`config.mk`:
```
export PLATFORM = sky130hd
export DESIGN_NAME = pslpg_top
export DESIGN_NICKNAME = d
export VERILOG_FILES = /design/src/pslpg_pkg.sv /design/src/pslpg_sync.sv /design/src/pslpg_activity.sv /design/src/pslpg_top.sv
export SDC_FILE = /design/constraint.sdc
export NUM_CORES = 1
export LEC_CHECK = 0
export BUFFER_PORTS_ARGS = -buffer_cell sky130_fd_sc_hd__buf_2
export CORE_AREA = 2 2 144 104
export DETAILED_ROUTE_END_ITERATION = 16
export DIE_AREA = 0 0 146 106
export PLACE_DENSITY = 0.69
export SYNTH_ARGS = -nofsm -noshare
export SYNTH_HDL_FRONTEND = slang
export SYNTH_HIERARCHICAL = 1
export SYNTH_SLANG_ARGS = --single-unit
```
`constraint.sdc`:
```
create_clock -name clk -period 4.25 [get_ports clk]
set_input_delay 0.2125 -clock clk [delete_from_list [all_inputs] [get_ports clk]]
set_output_delay 0.2125 -clock clk [all_outputs]
set_load 0.005 [all_outputs]
```
`src/pslpg_pkg.sv`:
```
/*
 * Package for the protocol status LED pattern generator: register map,
 * field positions, reset values, pattern timing and pattern functions.
 * Assumes a single 200 MHz clock and a millisecond tick derived from it.
 */
package pslpg_pkg;

    // Clock and timebase
    localparam int unsigned CLK_HZ         = 200_000_000;
    localparam int unsigned TICK_MS        = 1;
    localparam int unsigned PRESC_W        = 18;
    localparam logic [PRESC_W-1:0] MS_TICK_CYCLES = PRESC_W'(CLK_HZ / 1000 * TICK_MS);

    // Pattern times in milliseconds
    localparam int unsigned PH_W           = 11;
    localparam logic [PH_W-1:0] T_FLASH_1HZ_MS = 11'd500;
    localparam logic [PH_W-1:0] T_FLASH_5HZ_MS = 11'd100;
    localparam logic [PH_W-1:0] T_SYS_ON_MS    = 11'd125;
    localparam logic [PH_W-1:0] T_SYS_OFF_MS   = 11'd375;
    localparam logic [PH_W-1:0] T_SHORT_MS     = 11'd200;
    localparam logic [PH_W-1:0] T_LONG_OFF_MS  = 11'd1000;
    localparam logic [PH_W-1:0] T_FLICKER_MS   = 11'd50;
    localparam logic [PH_W-1:0] T_BLINK_MS     = 11'd200;

    // Activity flicker counter
    localparam int unsigned ACT_W          = 6;
    localparam logic [ACT_W-1:0] T_ACT_MS  = 6'd50;

    // Register bus
    localparam int unsigned ADDR_W         = 4;
    localparam logic [ADDR_W-1:0] OFS_CTRL   = 4'h0;
    localparam logic [ADDR_W-1:0] OFS_STATUS = 4'h4;
    localparam logic [31:0] CTRL_RESET     = 32'h0000_0000;
    localparam logic [31:0] CTRL_WMASK     = 32'h0000_173d;

    // Control fields
    localparam int unsigned CTRL_MODE      = 0;
    localparam int unsigned CTRL_RUN_LSB   = 2;
    localparam int unsigned CTRL_SYSERR    = 4;
    localparam int unsigned CTRL_COMERR    = 5;
    localparam int unsigned CTRL_NODE_LSB  = 8;
    localparam int unsigned CTRL_NODEERR   = 12;

    // Modbus server task states
    localparam logic [1:0] RUN_NOT_READY = 2'h0;
    localparam logic [1:0] RUN_NOT_CFG   = 2'h1;
    localparam logic [1:0] RUN_WAITING   = 2'h2;
    localparam logic [1:0] RUN_CONNECTED = 2'h3;

    // Controlled node states
    localparam logic [2:0] NODE_INIT     = 3'h0;
    localparam logic [2:0] NODE_BASIC    = 3'h1;
    localparam logic [2:0] NODE_PREOP1   = 3'h2;
    localparam logic [2:0] NODE_PREOP2   = 3'h3;
    localparam logic [2:0] NODE_RTO      = 3'h4;
    localparam logic [2:0] NODE_OPER     = 3'h5;
    localparam logic [2:0] NODE_STOPPED  = 3'h6;

    typedef enum logic [3:0] {
        PAT_OFF, PAT_ON, PAT_F1HZ, PAT_F5HZ, PAT_F2HZ,
        PAT_TRIPLE, PAT_DOUBLE, PAT_SINGLE, PAT_FLICKER, PAT_BLINK
    } pslpg_pat_t;

    function automatic logic [PH_W-1:0] pat_period(input pslpg_pat_t p);
        unique case (p)
            PAT_F1HZ:    pat_period = 11'(2 * T_FLASH_1HZ_MS);
            PAT_F5HZ:    pat_period = 11'(2 * T_FLASH_5HZ_MS);
            PAT_F2HZ:    pat_period = 11'(T_SYS_ON_MS + T_SYS_OFF_MS);
            PAT_TRIPLE:  pat_period = 11'(5 * T_SHORT_MS + T_LONG_OFF_MS);
            PAT_DOUBLE:  pat_period = 11'(3 * T_SHORT_MS + T_LONG_OFF_MS);
            PAT_SINGLE:  pat_period = 11'(T_SHORT_MS + T_LONG_OFF_MS);
            PAT_FLICKER: pat_period = 11'(2 * T_FLICKER_MS);
            PAT_BLINK:   pat_period = 11'(2 * T_BLINK_MS);
            default:     pat_period = 11'd1;
        endcase
    endfunction : pat_period

    function automatic logic pat_on(input pslpg_pat_t p, input logic [PH_W-1:0] ph);
        unique case (p)
            PAT_ON:      pat_on = 1'b1;
            PAT_F1HZ:    pat_on = ph < T_FLASH_1HZ_MS;
            PAT_F5HZ:    pat_on = ph < T_FLASH_5HZ_MS;
            PAT_F2HZ:    pat_on = ph < T_SYS_ON_MS;
            PAT_TRIPLE:  pat_on = (ph < T_SHORT_MS)
                                  || (ph >= 11'(2 * T_SHORT_MS) && ph < 11'(3 * T_SHORT_MS))
                                  || (ph >= 11'(4 * T_SHORT_MS) && ph < 11'(5 * T_SHORT_MS));
            PAT_DOUBLE:  pat_on = (ph < T_SHORT_MS)
                                  || (ph >= 11'(2 * T_SHORT_MS) && ph < 11'(3 * T_SHORT_MS));
            PAT_SINGLE:  pat_on = ph < T_SHORT_MS;
            PAT_FLICKER: pat_on = ph < T_FLICKER_MS;
            PAT_BLINK:   pat_on = ph < T_BLINK_MS;
            default:     pat_on = 1'b0;
        endcase
    endfunction : pat_on

endpackage : pslpg_pkg

```
`src/pslpg_sync.sv`:
```
/*
 * Three-stage input synchroniser with agreement filter.
 * Assumes asynchronous inputs; the output changes once stages two and
 * three agree.
 */
module pslpg_sync #(
    parameter int unsigned W = 1
) (
    input  wire logic         clk,
    input  wire logic         arst_n,
    input  wire logic [W-1:0] din,
    output logic      [W-1:0] dout
);
    logic [W-1:0] s1_q;
    logic [W-1:0] s2_q;
    logic [W-1:0] s3_q;
    logic [W-1:0] out_q;
    logic [W-1:0] out_d;

    always_comb begin
        for (int i = 0; i < W; i++) begin
            out_d[i] = (s2_q[i] == s3_q[i]) ? s3_q[i] : out_q[i];
        end
    end

    always_ff @(posedge clk or negedge arst_n) begin
        if (!arst_n) begin
            s1_q  <= '0;
            s2_q  <= '0;
            s3_q  <= '0;
            out_q <= '0;
        end else begin
            s1_q  <= din;
            s2_q  <= s1_q;
            s3_q  <= s2_q;
            out_q <= out_d;
        end
    end

    assign dout = out_q;

endmodule : pslpg_sync

```
`src/pslpg_activity.sv`:
```
/*
 * Frame activity flicker for one Ethernet channel.
 * Assumes a synchronised activity level and a one-cycle millisecond tick
 * on the same clock.
 */
module pslpg_activity
    import pslpg_pkg::*;
(
    input  wire logic clk,
    input  wire logic arst_n,
    input  wire logic ms_tick,
    input  wire logic act_level,
    output logic      flick_on,
    output logic      busy
);
    typedef enum logic [1:0] {ACT_IDLE, ACT_ON, ACT_OFF} pslpg_act_t;

    pslpg_act_t       st_q, st_d;
    logic [ACT_W-1:0] cnt_q, cnt_d;
    logic             pend_q, pend_d;
    logic             lvl_q;
    logic             end_ph;

    always_comb begin
        st_d   = st_q;
        cnt_d  = cnt_q;
        end_ph = ms_tick && (cnt_q == T_ACT_MS - 6'd1);
        // Frames seen during a flash keep the flicker going
        pend_d = pend_q | (act_level & ~lvl_q) | act_level;
        if (ms_tick) begin
            cnt_d = end_ph ? '0 : cnt_q + 6'd1;
        end
        unique case (st_q)
            ACT_IDLE: begin
                cnt_d = '0;
                if (pend_q) begin
                    st_d   = ACT_ON;
                    pend_d = act_level;
                end
            end
            ACT_ON: begin
                if (end_ph) begin
                    st_d = ACT_OFF;
                end
            end
            ACT_OFF: begin
                if (end_ph) begin
                    st_d   = pend_q ? ACT_ON : ACT_IDLE;
                    pend_d = act_level;
                end
            end
        endcase
    end

    always_ff @(posedge clk or negedge arst_n) begin
        if (!arst_n) begin
            st_q   <= ACT_IDLE;
            cnt_q  <= '0;
            pend_q <= 1'b0;
            lvl_q  <= 1'b0;
        end else begin
            st_q   <= st_d;
            cnt_q  <= cnt_d;
            pend_q <= pend_d;
            lvl_q  <= act_level;
        end
    end

    assign flick_on = (st_q == ACT_ON);
    assign busy     = (st_q != ACT_IDLE);

endmodule : pslpg_activity

```
`src/pslpg_top.sv`:
```
/*
 * Protocol status LED pattern generator: registers on Avalon-MM, a
 * millisecond timebase, pattern sequencers for the two duo LEDs and the
 * per-channel link and activity LEDs.
 * Assumes link and activity inputs arrive from PHY pins asynchronously;
 * protocol state is written by software into the control register.
 */
// The Avalon-MM slave port and the register addresses are this design's own decisions.
module pslpg_top
    import pslpg_pkg::*;
#(
    parameter logic [PRESC_W-1:0] MS_CYCLES = MS_TICK_CYCLES
) (
    input  wire logic              clk,
    input  wire logic              arst_n,
    input  wire logic [ADDR_W-1:0] avs_address,
    input  wire logic              avs_read,
    input  wire logic              avs_write,
    input  wire logic [31:0]       avs_writedata,
    input  wire logic [3:0]        avs_byteenable,
    output logic      [31:0]       avs_readdata,
    output logic                   avs_waitrequest,
    input  wire logic [1:0]        link_pin,
    input  wire logic [1:0]        act_pin,
    output logic                   status_led_green,
    output logic                   status_led_red,
    output logic                   error_led_green,
    output logic                   error_led_red,
    output logic      [1:0]        link_led,
    output logic      [1:0]        activity_indicator
);
    import pslpg_pkg::*;

    // Bus slave state
    logic [31:0] ctrl_q, ctrl_d;
    logic [31:0] rdata_q, rdata_d;
    logic        wait_q, wait_d;
    logic [31:0] be_mask;

    // Timebase and pattern state
    logic [PRESC_W-1:0] presc_q, presc_d;
    logic               tick_q, tick_d;
    pslpg_pat_t         pat_a_q, pat_a_d, pat_b_q, pat_b_d;
    logic [PH_W-1:0]    ph_a_q, ph_a_d, ph_b_q, ph_b_d;

    // LED state
    logic       sg_q, sg_d, sr_q, sr_d, eg_q, eg_d, er_q, er_d;
    logic [1:0] link_q, link_d, act_q, act_d;

    logic [1:0] link_s, act_s, flick, busy;
    logic       mode_pl;
    logic [1:0] run_st;
    logic [2:0] node_st;

    pslpg_sync #(.W(4)) u_sync (
        .clk    (clk),
        .arst_n (arst_n),
        .din    ({act_pin, link_pin}),
        .dout   ({act_s, link_s})
    );

    for (genvar c = 0; c < 2; c++) begin : g_act
        pslpg_activity u_act (
            .clk       (clk),
            .arst_n    (arst_n),
            .ms_tick   (tick_q),
            .act_level (act_s[c] & link_s[c]),
            .flick_on  (flick[c]),
            .busy      (busy[c])
        );
    end

    assign mode_pl = ctrl_q[CTRL_MODE];
    assign run_st  = ctrl_q[CTRL_RUN_LSB +: 2];
    assign node_st = ctrl_q[CTRL_NODE_LSB +: 3];

    // Avalon-MM slave: one wait cycle, then accept
    always_comb begin
        for (int b = 0; b < 4; b++) begin
            be_mask[8*b +: 8] = {8{avs_byteenable[b]}};
        end
        ctrl_d  = ctrl_q;
        rdata_d = rdata_q;
        wait_d  = 1'b1;
        if ((avs_read || avs_write) && wait_q) begin
            wait_d = 1'b0;
            unique case (avs_address)
                OFS_CTRL:   rdata_d = ctrl_q;
                OFS_STATUS: rdata_d = {20'h0_0000, act_s, link_s, act_q, link_q,
                                       er_q, eg_q, sr_q, sg_q};
                default:    rdata_d = 32'h0000_0000;
            endcase
        end
        if (avs_write && !wait_q && avs_address == OFS_CTRL) begin
            ctrl_d = (ctrl_q & ~(be_mask & CTRL_WMASK))
                     | (avs_writedata & be_mask & CTRL_WMASK);
        end
    end

    always_comb begin
        tick_d  = (presc_q == MS_CYCLES - 18'd1);
        presc_d = tick_d ? '0 : presc_q + 18'd1;
    end

    // Pattern selection per mode
    always_comb begin
        pat_a_d = PAT_OFF;
        pat_b_d = PAT_OFF;
        if (!mode_pl) begin
            unique case (run_st)
                RUN_NOT_READY: pat_a_d = PAT_OFF;
                RUN_NOT_CFG:   pat_a_d = PAT_F1HZ;
                RUN_WAITING:   pat_a_d = PAT_F5HZ;
                RUN_CONNECTED: pat_a_d = PAT_ON;
            endcase
            if (ctrl_q[CTRL_SYSERR]) begin
                pat_b_d = PAT_F2HZ;
            end else if (ctrl_q[CTRL_COMERR]) begin
                pat_b_d = PAT_ON;
            end
        end else begin
            unique case (node_st)
                NODE_BASIC:   pat_a_d = PAT_FLICKER;
                NODE_PREOP1:  pat_a_d = PAT_SINGLE;
                NODE_PREOP2:  pat_a_d = PAT_DOUBLE;
                NODE_RTO:     pat_a_d = PAT_TRIPLE;
                NODE_OPER:    pat_a_d = PAT_ON;
                NODE_STOPPED: pat_a_d = PAT_BLINK;
                default:      pat_a_d = PAT_OFF;
            endcase
            pat_b_d = ctrl_q[CTRL_NODEERR] ? PAT_ON : PAT_OFF;
        end
    end

    always_comb begin
        ph_a_d = ph_a_q;
        ph_b_d = ph_b_q;
        if (pat_a_d != pat_a_q) begin
            ph_a_d = '0;
        end else if (tick_q) begin
            ph_a_d = (ph_a_q + 11'd1 >= pat_period(pat_a_q)) ? '0 : ph_a_q + 11'd1;
        end
        if (pat_b_d != pat_b_q) begin
            ph_b_d = '0;
        end else if (tick_q) begin
            ph_b_d = (ph_b_q + 11'd1 >= pat_period(pat_b_q)) ? '0 : ph_b_q + 11'd1;
        end
    end

    // LED drive
    always_comb begin
        sg_d = pat_on(pat_a_q, ph_a_q);
        sr_d = mode_pl && (pat_a_q == PAT_FLICKER || pat_a_q == PAT_BLINK)
               && !pat_on(pat_a_q, ph_a_q);
        eg_d = 1'b0;
        er_d = pat_on(pat_b_q, ph_b_q);
        for (int c = 0; c < 2; c++) begin
            if (!mode_pl) begin
                link_d[c] = link_s[c];
                act_d[c]  = flick[c];
            end else begin
                link_d[c] = link_s[c] && (!busy[c] || flick[c]);
                act_d[c]  = 1'b0;
            end
        end
    end

    always_ff @(posedge clk or negedge arst_n) begin
        if (!arst_n) begin
            ctrl_q  <= CTRL_RESET;
            rdata_q <= 32'h0000_0000;
            wait_q  <= 1'b1;
            presc_q <= '0;
            tick_q  <= 1'b0;
            pat_a_q <= PAT_OFF;
            pat_b_q <= PAT_OFF;
            ph_a_q  <= '0;
            ph_b_q  <= '0;
            sg_q    <= 1'b0;
            sr_q    <= 1'b0;
            eg_q    <= 1'b0;
            er_q    <= 1'b0;
            link_q  <= 2'h0;
            act_q   <= 2'h0;
        end else begin
            ctrl_q  <= ctrl_d;
            rdata_q <= rdata_d;
            wait_q  <= wait_d;
            presc_q <= presc_d;
            tick_q  <= tick_d;
            pat_a_q <= pat_a_d;
            pat_b_q <= pat_b_d;
            ph_a_q  <= ph_a_d;
            ph_b_q  <= ph_b_d;
            sg_q    <= sg_d;
            sr_q    <= sr_d;
            eg_q    <= eg_d;
            er_q    <= er_d;
            link_q  <= link_d;
            act_q   <= act_d;
        end
    end

    assign avs_readdata       = rdata_q;
    assign avs_waitrequest    = wait_q;
    assign status_led_green   = sg_q;
    assign status_led_red     = sr_q;
    assign error_led_green    = eg_q;
    assign error_led_red      = er_q;
    assign link_led           = link_q;
    assign activity_indicator = act_q;
endmodule : pslpg_top

```
==> run metrics, run 1 <==
dominant cell type by area after synthesis=dfrtp_1; slew margin rel.=0.274; Worst Skew=about 0.012 ns; Tcrit/Tclk final=0.936; # diodes=0; Worst EP arrival=4.26 ns; CTS tree=built; largest net degree at the start of global routing=42; Die Wd=146 µm; register area share after synthesis=0.447; setup TNS=0 ns; # nets final=754; most frequent cell after synthesis=dfrtp_1; Crit. Startpoint=ph_a_q[0]$_DFFE_PN0P_; Gates resized, CTS repair=0; Netlist Area Pre-Place=slightly above 0.006 mm²; unrepaired setup endpoints after global routing=no; worst hold start=avs_writedata[12]; num rows=37; Fmax=between 200 and 300 MHz; total number of yosys warnings=6; post-route ant nets=0; First-pass DRT Iterations=5; first-pass GRT wire length=~22000 µm; total grt overflow=0; Synth area leaders=dfrtp_1 44%, ha_1 6.8%, nand2_1 3.9%; sequential fraction of design power=0.483; maximum vdd ir drop=~0.21 mV; Startpoint Class=flop; Vert. Die Dim=~110 µm; share of synthesized registers carrying an async set or reset=1.00; Die Footprint=~0.015 mm²; Clk pwr share=0.362; r2r startpoint=ph_a_q[0]$_DFFE_PN0P_; PortBufs=43; gr usage total=0.177; top cells by count, synth=110 x dfrtp_1, 64 x nand2_1, 38 x nor2_1; crit path max-delay cell type=a2111oi_4; fill cell count=about 1300; CP Capture Type=flop; ys flop type=dfrtp_1; worst skew pair latency=between 0.3 and 0.4 ns; hold crit path type=input port to flop; Initial Utilization=0.436; Cell Area, Placed=about 0.0065 mm²; Net Switching=roughly 0.00073 W; combinational power share=0.155; P_int=between 0.0015 and 0.002 W; Synth Area per Inst=slightly below 10 µm²; Post-Route WL=13100 µm; Routed WL per cell=between 15 and 20 µm; Worst-path clk slew=approximately 0.080 ns; Via density=approximately 5.5; core area=~0.014 mm²; final count of hold timing violations=0; share of the synthesized area in the top cell type=0.442; RePlAce Congestion=slightly below 0.9; kind of critical path=flop to flop; postcts setup bufs=0; crit path time final=3.98 ns; hold_ws=roughly 0.092 ns; synthesized instance count=about 630; CTS H-Tree Depth=3; Post-DP HPWL=9590 µm; worst-margin pin slew=about 1.1 ns; Hold-fix buffers, CTS=5; synth unique cells=71; initial antenna violation count=0; total CTS buffers=9; Initial DRC Count=about 350; maxcap violations=0; CTS sink cnt=around 110; clk buf depth=2; post-route cell area=0.00691 mm²; Sw Share=0.302; power density over the cells=349 mW/mm²; routed vias=between 4000 and 5000; Post-synth EDFFs=0; root buffer cell=clkbuf_16; status=complete, no violations; share of post-route cells with drive strength above 1=0.155; Leak Pwr=around 3.2 nW; cells along the critical path=ha_1, nand3_1, nor2_1, nand3_1, and2_1, or2_2, ha_1, or4b_1, a221oi_1, o211ai_1, a2111oi_4, a22o_1; crit-path max cell delay=0.70 ns; Ports=89; WP data required=about 4.5 ns; Yosys reg bits=between 100 and 150; Final setup viols=0; DR DRC count=0; vias in the first global route=4638; Pins Over Slew Limit=0; Layout area overhead=11.1%; critical-path maximum fanout=10
[critical path: cells and delay by family (launching register included)]
kind	cells	cell delay (ns)
simple gates	6	1.55
compound gates	4	1.49
fa+ha+maj	2	0.46
flops	1	0.43
[flip-flops by register name (all words and copies together) (netlist names), 4 cells and up, named ones only]
signal	cells
presc_q	18
avs_readdata	13
g_act.u_act/cnt_q	12
ph_a_q	11
ph_b_q	11
g_act.u_act/st_q	4
pat_a_q	4
u_sync/dout	4
u_sync/s1_q	4
u_sync/s2_q	4
u_sync/s3_q	4
[logic make-up (layout without fill, tap and decap cells)]
logic type | Yosys count | in the layout | synth area share
AO/OA/AOI/OAI | 134 | 134 | 0.149
flip-flops | 111 | 111 | 0.447
XOR/XNOR | 31 | 31 | 0.0436
adder cells (fa/ha/maj) | 38 | 38 | 0.0756
other | 1 | 20 | 0.000603
multiplexers | 15 | 15 | 0.0263
AND/OR/NAND/NOR | 242 | 242 | 0.206
buffers and inverters | 62 | 86 | 0.0525
[final timing paths]
kind,end,slack [ns],cells past startpoint
min reg2reg,u_sync/s2_q[0]$_DFF_PN0_,0.35,0
min in group asynchronous,avs_readdata[1]$_DFFE_PN0P_,0.34,2
max in group asynchronous,avs_waitrequest$_DFF_PN1_,3.03,3
min,flop,0.09,2
max reg2reg,ph_a_q[4]$_DFFE_PN0P_,0.27,12
max,ph_a_q[4]$_DFFE_PN0P_,0.27,12
[power groups by stage]
stage | registers [W] | logic (W) | clock network (W)
global route | 0.00117 | 0.000427 | 0.000940
floorplan | 0.00115 | 0.000279 | 0
finish | 0.00116 | 0.000372 | 0.000873
global placement | 0.00118 | 0.000354 | 0
CTS | 0.00116 | 0.000374 | 0.000902
detailed placement | 0.00118 | 0.000368 | 0
[cell usage in the layout, fill, tap and decap left out, types with 4 or more instances in the layout]
cell           instances
a21o_1                13
a21oi_1               19
a22o_1                10
a22oi_1                7
a31oi_1                5
and2_1                 5
and3_1                 9
buf_2                 42
buf_4                  6
clkbuf_16              9
conb_1                20
dfrtp_1              110
dlygate4sd3_1          5
ha_1                  34
inv_1                 17
maj3_2                 4
mux2_2                10
mux2i_1                4
nand2_1               64
nand2b_1              13
nand3_1               31
nand3b_1               5
nand4_1               11
nor2_1                38
nor2b_1               12
nor3_1                17
o21a_1                 4
o21ai_0               32
o21ai_1                5
o311ai_0               4
o31ai_1                6
or2_2                  9
or3_1                  4
xnor2_1               16
xor2_1                15
[final cells by class]
cell class,instances,area (µm²),area share
flip-flops and latches,111,2780,0.402
well taps,195,244,0.0353
repair buffers,53,305,0.0442
inverters,17,63.8,0.00923
clock buffers,9,225,0.0326
multi-input cells,480,3200,0.463
clock inverters,7,95.1,0.0138
[metrics by stage]
| stage | cells | total power [W] | setup WS (ns) | utilization |
|---|---|---|---|---|
| detailed placement | 851 | 0.00155 | 0.342 | 0.459 |
| floorplan | 653 | 0.00143 | 0.962 | - |
| global placement | 851 | 0.00154 | 0.479 | 0.459 |
| CTS | 872 | 0.00244 | 0.319 | 0.485 |
| finish | 872 | 0.00241 | 0.270 | 0.485 |
| global route | 872 | 0.00254 | 0.00457 | 0.485 |
[metal layers]
metal  vias up  wire length (µm)  share of wire  track usage
li1       2305                 -              -            -
met1      2342              6670           0.51        0.259
met2       106              5930           0.45        0.271
met3        12               434          0.033       0.0356
met4         0                90         0.0069       0.0402
met5         -                 0              0            0
No activity file was read; power rests on OpenSTA's default activity.
==> inputs of run 2 (changes only) <==
--- a/config.mk
+++ b/config.mk
@@ -5,11 +5,11 @@
 export SDC_FILE = /design/constraint.sdc
 export NUM_CORES = 1
 export LEC_CHECK = 0
-export BUFFER_PORTS_ARGS = -buffer_cell sky130_fd_sc_hd__buf_2
+export BUFFER_PORTS_ARGS = -buffer_cell sky130_fd_sc_hd__clkbuf_2
 export CORE_AREA = 2 2 144 104
 export DETAILED_ROUTE_END_ITERATION = 16
 export DIE_AREA = 0 0 146 106
-export PLACE_DENSITY = 0.69
+export PLACE_DENSITY = 0.72
 export SYNTH_ARGS = -nofsm -noshare
 export SYNTH_HDL_FRONTEND = slang
 export SYNTH_HIERARCHICAL = 1
==> constraint.sdc (replaced) <==
create_clock -name clk -period 3.55 [get_ports clk]
set_input_delay 0.1775 -clock clk [delete_from_list [all_inputs] [get_ports clk]]
set_output_delay 0.1775 -clock clk [all_outputs]
set_load 0.005 [all_outputs]
==> run 2 against run 1 <==
Effect of this change: flip-flop and latch count unchanged; power up 19%; first-iteration DRC count up 47%; critical path depth up 1; final cell count up 1.5%; largest power group unchanged.
==> run metrics, run 2 (synthesis results as in run 1) <==
status=complete, no violations; Cell Area, Placed=approximately 0.0066 mm²; CTS sink cnt=roughly 110; total CTS buffers=9; # diodes=0; initial antenna violation count=0; Die Wd=between 100 and 150 µm; post-route cell area=between 0.007 and 0.008 mm²; final count of hold timing violations=0; Fmax=297 MHz; critical-path maximum fanout=10; largest net degree at the start of global routing=between 40 and 50; hold_ws=about 0.057 ns; RePlAce Congestion=between 0.9 and 1; worst setup path endpoint=ph_a_q[9]$_DFFE_PN0P_; Clk pwr share=0.359; commonest non-fill, non-tap cells in the layout=106 x dfrtp_1, 64 x nand2_1, 42 x clkbuf_2; Post-Route WL=between 10000 and 15000 µm; Leak Pwr=~3.2 nW; # nets final=approximately 770; Via density=between 5 and 6; Worst R2R End=ph_a_q[9]$_DFFE_PN0P_; delay-heaviest family, CP=simple AND/OR/NAND/NOR gates; pre-CTS WS=0.0136 ns; routed vias=between 4000 and 5000; met2 Use GR=0.276; WP data required=~3.8 ns; Layout area overhead=13.1%; worst-margin pin slew=between 1 and 1.5 ns; Net Switching=about 0.00085 W; Startpoint Class=flop; vias in the first global route=~4600; gr busiest metal=met2; grt met3 use=0.0335; setup TNS=0 ns; maximum vdd ir drop=0.302 mV; DR DRC count=0; slew margin rel.=0.305; Sw Share=0.297; Initial DRC Count=a little over 500; Die Footprint=~0.015 mm²; Crit. Startpoint=ph_a_q[0]$_DFFE_PN0P_; final core occ=0.494; Vert. Die Dim=between 100 and 150 µm; total grt overflow=0; Worst R2R Path Depth=13; fill cell count=between 1000 and 1500; CTS H-Tree Depth=3; Initial Utilization=0.436; num rows=37; Worst EP arrival=between 3 and 4 ns; r2r startpoint=ph_a_q[0]$_DFFE_PN0P_; kind of critical path=flop to flop; Tcrit/Tclk final=0.949; root buffer cell=clkbuf_16; cells along the critical path=ha_2, nand3_2, nor2_2, nand3_1, and2_1, or2_2, ha_1, or4b_1, a221oi_2, o211ai_1, a2111oi_4, buf_6, a22o_1; Final setup viols=0; FF-to-FF setup slack=approximately 0.18 ns; PortBufs=43; Levels on crit path=13; sequential fraction of design power=0.482; Worst-path clk slew=0.08 ns; first-pass GRT wire length=around 22000 µm; CTS tree=built; crit-path max cell delay=~0.5 ns; crit path time final=approximately 3.4 ns; Ports=about 90; max reg flops=18; worst setup margin=0.180 ns; First-pass DRT Iterations=5; worst skew pair latency=roughly 0.35 ns; hold crit path type=input port to flop; gr usage total=0.176; P_int=just over 0.002 W; share of post-route cells with drive strength above 1=0.187; CP bufs+invs=1; post-route ant nets=0; power density over the cells=slightly above 400 mW/mm²; commonest non-fill, non-tap cell in the layout=dfrtp_1; Post-DP HPWL=9720 µm; Worst Skew=0.0112 ns; crit path max-delay cell type=or4b_1; GR Util met1=0.258; combinational power share=0.158; maxcap violations=0; Biggest register=presc_q; CP Capture Type=flop; core area=0.0143 mm²; Routed WL per cell=15.1 µm; clk buf depth=2; Pins Over Slew Limit=0
==> run 2: cell types whose count changed in the layout (fill, tap and decap cells not counted), sizes merged <==
cell      delta
buf         -29
clkbuf      +43
clkinvlp     -1
==> run 2: layout make-up <==
class / instances / area, µm² / area share
multi-input cells: 480 / 3230 / 0.459
flip-flops and latches: 111 / 2780 / 0.396
repair buffers: 66 / 407 / 0.0578
well taps: 195 / 244 / 0.0347
clock buffers: 10 / 239 / 0.0340
clock inverters: 6 / 72.6 / 0.0103
inverters: 17 / 63.8 / 0.00907
==> run 2: metrics by stage <==
step	total power, W	std cells
after CTS	0.00290	884
after global routing	0.00302	885
after detailed placement	0.00186	863
after global placement	0.00184	863
final	0.00288	885
after floorplan	0.00172	653
==> run 2: worst min path at each step <==
stage	startpoint	endpoint	slack, ns	depth (start not counted)
finish	avs_writedata[2]	flop	0.06	2
global placement	arst_n	ph_a_q[8]$_DFFE_PN0P_	0.1	1
global route	avs_writedata[2]	flop	0.05	2
floorplan	arst_n	async pin	-0.12	0
CTS	avs_writedata[4]	flop	0.05	2
detailed placement	arst_n	avs_readdata[1]$_DFFE_PN0P_	0.10	1
==> run 2: worst register-to-register path, cell delays in order, from the launching register on <==
cell and delay [ns]:
dfrtp_2 0.41, ha_2 0.23, nand3_2 0.12, nor2_2 0.15, nand3_1 0.09, and2_1 0.19
or2_2 0.30, ha_1 0.22, or4b_1 0.49, a221oi_2 0.24, o211ai_1 0.20, a2111oi_4 0.34
buf_6 0.19, a22o_1 0.15
==> run 2: layer usage <==
layer / vias up / wire (µm)
met5: - / 0
met2: 139 / 6100
li1: 2336 / -
met4: 0 / 82
met3: 10 / 659
met1: 2342 / 6530
==> run 2: timing repair <==
item	CTS	global route
hold buffers	5	0
hold endpoints to repair	25	0
pin swaps	1	2
endpoints found under the setup margin	2	20
setup buffers	0	1
resized for setup	1	12
==> run 2: power groups by stage <==
stage | Sequential, W | Clock (W) | Combinational [W]
2_1_floorplan | 0.00138 | 0 | 0.000334
3_3_place_gp | 0.00141 | 0 | 0.000430
3_5_place_dp | 0.00141 | 0 | 0.000448
4_1_cts | 0.00139 | 0.00105 | 0.000458
5_1_grt | 0.00140 | 0.00111 | 0.000511
6_report | 0.00139 | 0.00103 | 0.000456
